[config.mk]
export PLATFORM = sky130hd
export DESIGN_NAME = flic_top
export DESIGN_NICKNAME = d
export VERILOG_FILES = /design/src/design/flic_pkg.sv /design/src/design/flic_reset_sync.sv /design/src/design/flic_arbiter.sv /design/src/design/flic_top.sv
export SDC_FILE = /design/constraint.sdc
export NUM_CORES = 1
export LEC_CHECK = 0
export ABC_AREA = 1
export BUFFER_PORTS_ARGS = -buffer_cell sky130_fd_sc_hd__buf_2
export CELL_PAD_IN_SITES_DETAIL_PLACEMENT = 0
export CELL_PAD_IN_SITES_GLOBAL_PLACEMENT = 1
export CORE_AREA = 2 2 115 117
export CTS_CLUSTER_SIZE = 40
export DETAILED_ROUTE_END_ITERATION = 7
export DIE_AREA = 0 0 117 119
export GPL_TIMING_DRIVEN = 0
export PLACE_DENSITY = 0.8
export SLEW_MARGIN = 20
export SYNTH_ARGS = -nofsm -noshare
export SYNTH_HDL_FRONTEND = slang
export SYNTH_SLANG_ARGS = --single-unit
[constraint.sdc]
create_clock -name ref_clk -period 5.9 [get_ports ref_clk]
set_clock_uncertainty 0.05 [all_clocks]
set_input_delay 0.59 -clock ref_clk [delete_from_list [all_inputs] [get_ports ref_clk]]
set_output_delay 0.59 -clock ref_clk [all_outputs]
set_load 0.05 [all_outputs]
[src/design/flic_pkg.sv]
// flic_pkg: shared constants and types of the four level interrupt controller
// assumes one 40 MHz clock where one clock is one machine cycle of the core
package flic_pkg;

  // register indices; byte address on the bus is four times the index
  localparam logic [7:0] REQ_TWO_IDX = 8'h97;
  localparam logic [7:0] EN_THREE_IDX = 8'h9A;
  localparam logic [7:0] EN_ONE_IDX = 8'hA8;
  localparam logic [7:0] PRIO_LO_IDX = 8'hA9;
  localparam logic [7:0] EN_TWO_IDX = 8'hB8;
  localparam logic [7:0] PRIO_HI_IDX = 8'hB9;
  localparam logic [7:0] REQ_ONE_IDX = 8'hC0;

  // implemented bits of each register; the rest read as zero
  localparam logic [7:0] EN_ONE_MASK = 8'hBF;
  localparam logic [7:0] EN_TWO_MASK = 8'hB5;
  localparam logic [7:0] EN_THREE_MASK = 8'h0A;
  localparam logic [7:0] REQ_ONE_MASK = 8'hF5;
  localparam logic [7:0] REQ_TWO_MASK = 8'h0A;
  localparam logic [7:0] PRIO_MASK = 8'h3F;
  localparam logic [7:0] REG_RESET = 8'h00;

  // bit positions
  localparam int GLOBAL_EN_BIT = 7;
  localparam int PIN0_EN_BIT = 0;
  localparam int TMR0_EN_BIT = 1;
  localparam int PIN1_EN_BIT = 2;
  localparam int TMR1_EN_BIT = 3;
  localparam int SERIAL_EN_BIT = 4;
  localparam int TMR2_EN_BIT = 5;
  localparam int TMR2_RELOAD_BIT = 7;
  localparam int TMR2_OVF_BIT = 6;
  localparam int TWOWIRE_BIT = 5;
  localparam int LOW_VOLT_BIT = 4;
  localparam int CONVERTER_BIT = 2;
  localparam int PULSE_WIDTH_BIT = 0;
  localparam int TOUCH_BIT = 3;
  localparam int WATCHDOG_BIT = 1;

  // sources, numbered in polling order
  localparam int NUM_SRC = 12;
  localparam int NUM_GROUP = 6;
  localparam logic [3:0] SRC_PIN0 = 4'h0;
  localparam logic [3:0] SRC_PWM = 4'h1;
  localparam logic [3:0] SRC_TMR0 = 4'h2;
  localparam logic [3:0] SRC_WDOG = 4'h3;
  localparam logic [3:0] SRC_PIN1 = 4'h4;
  localparam logic [3:0] SRC_CONV = 4'h5;
  localparam logic [3:0] SRC_TMR1 = 4'h6;
  localparam logic [3:0] SRC_SERIAL = 4'h7;
  localparam logic [3:0] SRC_LOWV = 4'h8;
  localparam logic [3:0] SRC_TOUCH = 4'h9;
  localparam logic [3:0] SRC_TMR2 = 4'hA;
  localparam logic [3:0] SRC_TWOWIRE = 4'hB;

  // group of each source, indexed by source number
  localparam logic [2:0] SRC_GROUP [NUM_SRC] = '{3'h0, 3'h0, 3'h1, 3'h1,
    3'h2, 3'h2, 3'h3, 3'h4, 3'h4, 3'h5, 3'h5, 3'h5};
  // vector address of each source
  localparam logic [15:0] SRC_VECTOR [NUM_SRC] = '{16'h0003, 16'h0043,
    16'h000B, 16'h008B, 16'h0013, 16'h0053, 16'h001B, 16'h0023,
    16'h0063, 16'h009B, 16'h002B, 16'h006B};

  // fastest response of the core, in machine cycles
  localparam int FASTEST_RESPONSE_CYCLES = 7;

  typedef logic [1:0] flic_level_type;

  typedef struct packed {
    logic [7:0] enOne;
    logic [7:0] enTwo;
    logic [7:0] enThree;
    logic [7:0] prioLo;
    logic [7:0] prioHi;
    logic [7:0] reqOne;
    logic [7:0] reqTwo;
    logic [3:0] inService;
    logic irqReq;
    logic [15:0] vector;
    flic_level_type level;
    logic [3:0] source;
    logic waitReq;
    logic [31:0] readData;
  } flic_state_type;

endpackage : flic_pkg

[src/design/flic_reset_sync.sv]
// flic_reset_sync: releases the asynchronous reset through two flip-flops
// assumes arst_n may fall at any time and rises in any relation to the clock
`timescale 1ns/1ps
module flic_reset_sync (
  // clock and raw reset
  input wire logic ref_clk,
  input wire logic arst_n,
  // reset for the rest of the design
  output logic syncRst_n
);

  logic stageOne_q;

  // the first stage feeds only the second
  always_ff @(posedge ref_clk or negedge arst_n) begin
    if (!arst_n) begin
      stageOne_q <= 1'b0;
      syncRst_n <= 1'b0;
    end else begin
      stageOne_q <= 1'b1;
      syncRst_n <= stageOne_q;
    end
  end

endmodule : flic_reset_sync

[src/design/flic_arbiter.sv]
// flic_arbiter: picks the pending source of highest level, then polling order
// assumes pending bits are already gated by their enables; purely combinational
`timescale 1ns/1ps
module flic_arbiter
  import flic_pkg::*;
#(
  parameter int NSRC = NUM_SRC
) (
  // enabled requests and group priority bits
  input wire logic [NSRC-1:0] pending,
  input wire logic [NUM_GROUP-1:0] prioLo,
  input wire logic [NUM_GROUP-1:0] prioHi,
  // winner
  output logic found,
  output logic [3:0] winner,
  output flic_level_type winLevel
);

  // level of one source from its group bits, high bit from prioHi
  function automatic flic_level_type levelOf(input int src,
      input logic [NUM_GROUP-1:0] lo, input logic [NUM_GROUP-1:0] hi);
    levelOf = {hi[SRC_GROUP[src]], lo[SRC_GROUP[src]]};
  endfunction : levelOf

  // scan from the last source down; >= lets the earlier source win ties
  always_comb begin
    found = 1'b0;
    winner = 4'h0;
    winLevel = 2'h0;
    for (int i = NSRC - 1; i >= 0; i--) begin
      if (pending[i] && (!found || levelOf(i, prioLo, prioHi) >= winLevel)) begin
        found = 1'b1;
        winner = 4'(i);
        winLevel = levelOf(i, prioLo, prioHi);
      end
    end
  end

endmodule : flic_arbiter

[src/design/flic_top.sv]
// flic_top: four level interrupt controller with an Avalon-MM register slave
// assumes a single-cycle core that pulses irqAck on vector entry and
// retiDone when a return from interrupt completes
`timescale 1ns/1ps
module flic_top
  import flic_pkg::*;
(
  // clock and reset
  input wire logic ref_clk,
  input wire logic arst_n,
  // avalon-mm slave, word addressed
  input wire logic [7:0] avs_address,
  input wire logic avs_read,
  input wire logic avs_write,
  input wire logic [31:0] avs_writedata,
  input wire logic [3:0] avs_byteenable,
  output logic [31:0] avs_readdata,
  output logic avs_waitrequest,
  // request levels whose flags live in their peripherals
  input wire logic pinIrq0Req,
  input wire logic timer0Req,
  input wire logic pinIrq1Req,
  input wire logic timer1Req,
  input wire logic serialReq,
  // one-cycle events that set flags held here
  input wire logic timer2ReloadEvt,
  input wire logic timer2OverflowEvt,
  input wire logic twowireEvt,
  input wire logic lowVoltageEvt,
  input wire logic converterDoneEvt,
  input wire logic pulseWidthEvt,
  input wire logic touchEvt,
  input wire logic watchdogEvt,
  // core handshake
  input wire logic irqAck,
  input wire logic retiDone,
  output logic irqReq,
  output logic [15:0] irqVector,
  output flic_level_type irqLevel,
  output logic [3:0] irqSource,
  output logic [3:0] inServiceLevels
);

  flic_state_type st;
  flic_state_type nx;
  logic rst_n;
  logic [NUM_SRC-1:0] pending;
  logic found;
  logic [3:0] winner;
  flic_level_type winLevel;
  logic busWrite;
  logic allow;
  logic [7:0] wrByte;

  // reset release
  flic_reset_sync u_reset_sync (
    .ref_clk(ref_clk),
    .arst_n(arst_n),
    .syncRst_n(rst_n)
  );

  // highest level now in service; valid only when any bit is set
  function automatic flic_level_type topLevel(input logic [3:0] act);
    topLevel = 2'h0;
    for (int l = 0; l < 4; l++) begin
      if (act[l]) begin
        topLevel = 2'(l);
      end
    end
  endfunction : topLevel

  // read mux; unmapped indices read as zero
  function automatic logic [7:0] regRead(input logic [7:0] idx,
      input flic_state_type s);
    unique case (idx)
      EN_ONE_IDX: regRead = s.enOne;
      EN_TWO_IDX: regRead = s.enTwo;
      EN_THREE_IDX: regRead = s.enThree;
      PRIO_LO_IDX: regRead = s.prioLo;
      PRIO_HI_IDX: regRead = s.prioHi;
      REQ_ONE_IDX: regRead = s.reqOne;
      REQ_TWO_IDX: regRead = s.reqTwo;
      default: regRead = 8'h00;
    endcase
  endfunction : regRead

  // enabled requests in polling order, all gated by the global enable
  always_comb begin
    pending = '0;
    pending[SRC_PIN0] = pinIrq0Req && st.enOne[PIN0_EN_BIT];
    pending[SRC_PWM] = st.reqOne[PULSE_WIDTH_BIT] && st.enTwo[PULSE_WIDTH_BIT];
    pending[SRC_TMR0] = timer0Req && st.enOne[TMR0_EN_BIT];
    pending[SRC_WDOG] = st.reqTwo[WATCHDOG_BIT] && st.enThree[WATCHDOG_BIT];
    pending[SRC_PIN1] = pinIrq1Req && st.enOne[PIN1_EN_BIT];
    pending[SRC_CONV] = st.reqOne[CONVERTER_BIT] && st.enTwo[CONVERTER_BIT];
    pending[SRC_TMR1] = timer1Req && st.enOne[TMR1_EN_BIT];
    pending[SRC_SERIAL] = serialReq && st.enOne[SERIAL_EN_BIT];
    pending[SRC_LOWV] = st.reqOne[LOW_VOLT_BIT] && st.enTwo[LOW_VOLT_BIT];
    pending[SRC_TOUCH] = st.reqTwo[TOUCH_BIT] && st.enThree[TOUCH_BIT];
    // overflow under the timer2 enable; reload also needs its own enable
    pending[SRC_TMR2] = st.enOne[TMR2_EN_BIT] && (st.reqOne[TMR2_OVF_BIT]
      || (st.reqOne[TMR2_RELOAD_BIT] && st.enTwo[TMR2_RELOAD_BIT]));
    pending[SRC_TWOWIRE] = st.reqOne[TWOWIRE_BIT] && st.enTwo[TWOWIRE_BIT];
    if (!st.enOne[GLOBAL_EN_BIT]) begin
      pending = '0;
    end
  end

  // group and level resolution
  flic_arbiter #(
    .NSRC(NUM_SRC)
  ) u_arbiter (
    .pending(pending),
    .prioLo(st.prioLo[NUM_GROUP-1:0]),
    .prioHi(st.prioHi[NUM_GROUP-1:0]),
    .found(found),
    .winner(winner),
    .winLevel(winLevel)
  );

  // preemption needs a strictly higher level than any active service
  assign allow = (st.inService == 4'h0) || (winLevel > topLevel(st.inService));

  // a write lands at the edge where waitrequest is seen low
  assign busWrite = avs_write && !st.waitReq && avs_byteenable[0];
  assign wrByte = avs_writedata[7:0];

  // next state
  always_comb begin
    nx = st;

    // bus handshake: one wait cycle, then one cycle with waitrequest low
    if (st.waitReq) begin
      nx.waitReq = !(avs_read || avs_write);
    end else begin
      nx.waitReq = 1'b1;
    end
    if (st.waitReq && avs_read) begin
      nx.readData = {24'h000000, regRead(avs_address, st)};
    end

    // software writes; flag bits are written directly, reserved bits kept zero
    if (busWrite) begin
      unique case (avs_address)
        EN_ONE_IDX: nx.enOne = wrByte & EN_ONE_MASK;
        EN_TWO_IDX: nx.enTwo = wrByte & EN_TWO_MASK;
        EN_THREE_IDX: nx.enThree = wrByte & EN_THREE_MASK;
        PRIO_LO_IDX: nx.prioLo = wrByte & PRIO_MASK;
        PRIO_HI_IDX: nx.prioHi = wrByte & PRIO_MASK;
        REQ_ONE_IDX: nx.reqOne = wrByte & REQ_ONE_MASK;
        REQ_TWO_IDX: nx.reqTwo = wrByte & REQ_TWO_MASK;
        default: nx.enOne = st.enOne;
      endcase
    end

    // vector entry: mark the level busy, auto-clear converter and pwm
    if (irqAck && st.irqReq) begin
      nx.inService[st.level] = 1'b1;
      if (st.source == SRC_CONV) begin
        nx.reqOne[CONVERTER_BIT] = 1'b0;
      end
      if (st.source == SRC_PWM) begin
        nx.reqOne[PULSE_WIDTH_BIT] = 1'b0;
      end
    end

    // return from interrupt retires the highest active level
    if (retiDone && st.inService != 4'h0) begin
      nx.inService[topLevel(st.inService)] = 1'b0;
    end

    // events set flags last so a set beats any clear in the same cycle
    if (timer2ReloadEvt) begin
      nx.reqOne[TMR2_RELOAD_BIT] = 1'b1;
    end
    if (timer2OverflowEvt) begin
      nx.reqOne[TMR2_OVF_BIT] = 1'b1;
    end
    if (twowireEvt) begin
      nx.reqOne[TWOWIRE_BIT] = 1'b1;
    end
    if (lowVoltageEvt) begin
      nx.reqOne[LOW_VOLT_BIT] = 1'b1;
    end
    if (converterDoneEvt) begin
      nx.reqOne[CONVERTER_BIT] = 1'b1;
    end
    if (pulseWidthEvt) begin
      nx.reqOne[PULSE_WIDTH_BIT] = 1'b1;
    end
    if (touchEvt) begin
      nx.reqTwo[TOUCH_BIT] = 1'b1;
    end
    if (watchdogEvt) begin
      nx.reqTwo[WATCHDOG_BIT] = 1'b1;
    end

    // sampled every machine cycle; dropped in the ack cycle so the core
    // never sees the request it has just taken twice
    nx.irqReq = found && allow && !irqAck;
    nx.source = winner;
    nx.level = winLevel;
    nx.vector = SRC_VECTOR[winner];
  end

  // single state register
  always_ff @(posedge ref_clk or negedge rst_n) begin
    if (!rst_n) begin
      st.enOne <= REG_RESET;
      st.enTwo <= REG_RESET;
      st.enThree <= REG_RESET;
      st.prioLo <= REG_RESET;
      st.prioHi <= REG_RESET;
      st.reqOne <= REG_RESET;
      st.reqTwo <= REG_RESET;
      st.inService <= 4'h0;
      st.irqReq <= 1'b0;
      st.vector <= 16'h0000;
      st.level <= 2'h0;
      st.source <= 4'h0;
      st.waitReq <= 1'b1;
      st.readData <= 32'h00000000;
    end else begin
      st <= nx;
    end
  end

  // outputs straight from the state register
  assign avs_readdata = st.readData;
  assign avs_waitrequest = st.waitReq;
  assign irqReq = st.irqReq;
  assign irqVector = st.vector;
  assign irqLevel = st.level;
  assign irqSource = st.source;
  assign inServiceLevels = st.inService;

endmodule : flic_top

==> impl_metrics.toml <==
[sta]
timing_hold_violations_final = 0
min_period_ns = 8.67
post-route-period-util_pct = 147
setup_viol = 12
slew_headroom_pct = 59.4
rsz0062_at_grt = "true"
worst_pin_slew_ns = 0.607
finalMaxSlewViolations = 0
whs_ns = 0.136
fin_ws_ns = -2.77
fmax_mhz = 115

[job]
maxCapViolations = 0

[floorplanning]
fp.dieH_um = 119
die_area_um2 = 13900
io_pins = 123
initial_core_util_pct = 33.7
coreArea_um2 = 12900
fp-row-count = 42
dieWidth_um = 117

[synthesis]
synth.avg_cell_area_um2 = 7.82
synth_most_common_cell = "nand2_1"
synth_cell_type_count = 41
synth_common_cells = "104 x nand2_1, 81 x inv_1, 61 x dfrtp_1"
syn_inst = 554
synth_area_um2 = 4330
yosysSeqAreaShare_pct = 35.8
yosysTopAreaCell = "dfrtp_1"
ys_async_sr_fraction_pct = 100
synth.area.top_cells = "dfrtp_1 35%, buf_4 10%, nand2_1 9.0%"
yosysWarnings = 0
netlist.area_leader.share_pct = 35.2
ys.flop_type = "dfrtp_1"
synth_edf_count = 0
synth_seq_cells = 62

[detailed_routing]
routed_wirelength_mm = 11.5
first_iter_violations = 238
avgViaCountPerCell = 4.49
ant_nets = 0
wl_per_cell_um = 12.8
dr.pass1.iters = 4
vias = 4021
drc = 0

[clocking]
htree_levels = 3
cts_tree = "done"
numCtsBuffers = 9
cts_buffer_depth = 2
clkSinkCount = 62
clock_tree.root_cell = "clkbuf_16"
clk_pin_slew_ns = 0.05
insertion_delay_ns = 0.33

[setup_path]
crit_required_ns = 6.07
reg2reg_depth = 74
slowest_delay_ns = 0.40
critPathArrivalTime_ns = 8.84
regToRegStartpoint = "st[75]$_DFFE_PN0P_"
critPathLaunchType = "register"
reg2reg_slack_ns = -2.77
rr_endpoint = "irqReq$_DFF_PN0_"
critPathKind = "register to register"
slowest_stage = "dfrtp_1"
path_common_cell = "o21ai_2"
crit_start = "st[75]$_DFFE_PN0P_"
cp_max_fo = 5
crit_path_end_kind = "register"

[placement]
numPortBuffers = 62
placedCellCount = 826
place.gp.congestion = 0.858
dpl.hpwl_mm = 8.44

[power_and_ir_drop]
power.leakage_nw = 3.26
peakVddDrop_mv = 0.130
power_density_nw_per_um2 = 202

[status]
violations = "setup timing"
outcome = "finished with violations"

[grt]
gr-usage-all-layers_pct = 16.9
grt_max_degree = 45
grt_overflow = 0
antenna_found_initial = 0
grt_pass1_wl_mm = 18.4
grt_pass1_vias = 3926

[finish]
drive_gt1_share_pct = 41.8
syn_to_final_growth_pct = 40.0
antenna_cells = 0
nets = 799
fin_cells = 896
multi_input_comb_area_um2 = 2460
fillerInstances = 1249
final-seq-area_um2 = 1560

[hold_path]
hold_path_class = "register to async pin"
per-layer routing:
metal  GRT usage (%)  up-vias  wire [um]
li1                -     2037          -
met1            20.8     1866       4920
met2            29.2       96       5790
met3            4.02       22        570
met4            5.07        0        223
met5               0        -          0
flip-flops by register name, indices dropped and copies added (netlist names):
signal                   cells
st                          34
avs_readdata                 8
irqVector                    6
inServiceLevels              4
irqSource                    4
irqLevel                     2
avs_waitrequest              1
irqReq                       1
u_reset_sync.stageOne_q      1
u_reset_sync.syncRst_n       1
worst max-delay path by stage:
stage,slack [ns],to,depth (start not counted)
4_1_cts,-2.76,irqReq$_DFF_PN0_,76
2_1_floorplan,-2.57,irqReq$_DFF_PN0_,75
3_3_place_gp,-3.28,irqReq$_DFF_PN0_,73
6_report,-2.77,irqReq$_DFF_PN0_,74
3_5_place_dp,-3.50,irqReq$_DFF_PN0_,73
5_1_grt,-3.36,irqReq$_DFF_PN0_,74
report_power, final:
group          switching (mW)  internal, mW
combinational           0.170        0.0914
sequential             0.0133         0.442
clock                   0.185         0.325
layout by cell type, fill, tap and decap left out, types with 7 or more instances in the layout:
| cell type | count |
|---|---|
| buf_4 | 107 |
| o21ai_0 | 44 |
| o21ai_2 | 11 |
| a21oi_1 | 11 |
| clkbuf_16 | 9 |
| nand2_4 | 11 |
| nor3_1 | 12 |
| nand2_2 | 22 |
| o22ai_1 | 12 |
| nand3_1 | 18 |
| inv_2 | 17 |
| conb_1 | 35 |
| ha_4 | 7 |
| dfrtp_1 | 59 |
| nand2_1 | 88 |
| inv_1 | 71 |
| nand3_2 | 13 |
| buf_2 | 62 |
| clkbuf_1 | 7 |
| ha_1 | 14 |
| nor2_1 | 22 |
worst max-delay path, delay by kind of cell (launching register included):
| family | cells | cell delay, ns |
|---|---|---|
| and+or+nand+nor | 36 | 3.04 |
| adders and majority gates | 10 | 2.78 |
| DFF | 1 | 0.40 |
| buffers and inverters | 10 | 0.56 |
| AOI/OAI and AO/OA | 18 | 1.70 |
logic make-up after synthesis:
family	Yosys count	synth area share (%)
AOI/OAI and AO/OA	107	14.4
adders and majority gates	21	6.06
other	2	0.173
buffers and inverters	152	18.4
DFF	62	35.8
muxes	3	0.779
and+or+nand+nor	207	24.4
through the flow:
stage               power, mW  worst slack [ns]  utilization (%)  cell area (um^2)  setup TNS [ns]
floorplan               0.642             -2.57                -              4510          -27.33
global placement        0.685             -3.28             39.1              5040          -35.54
detailed placement      0.691             -3.50             39.4              5070          -38.13
CTS                      1.22             -2.76             45.7              5890          -29.25
global route             1.28             -3.36             47.1              6070          -35.94
finish                   1.23             -2.77             47.1              6070          -29.36
timing repair:
item / in CTS / in global routing
hold buffers: 1 / 0
gates resized for setup: 44 / 25
pin swaps: 51 / 55
endpoints found under the hold margin: 2 / 0
setup buffers: 42 / 11
endpoints found under the setup margin: 12 / 12
gates cloned: 1 / 0
layout make-up:
| class | count | area share, % |
|---|---|---|
| clock buffers | 12 | 3.90 |
| multi-input cells | 374 | 40.5 |
| clock inverters | 4 | 0.784 |
| inverters | 89 | 5.55 |
| well taps | 176 | 3.63 |
| flip-flops and latches | 62 | 25.7 |
| plain buffers | 62 | 7.42 |
| repair buffers | 117 | 12.5 |
Power figures use the tool's default switching activity.
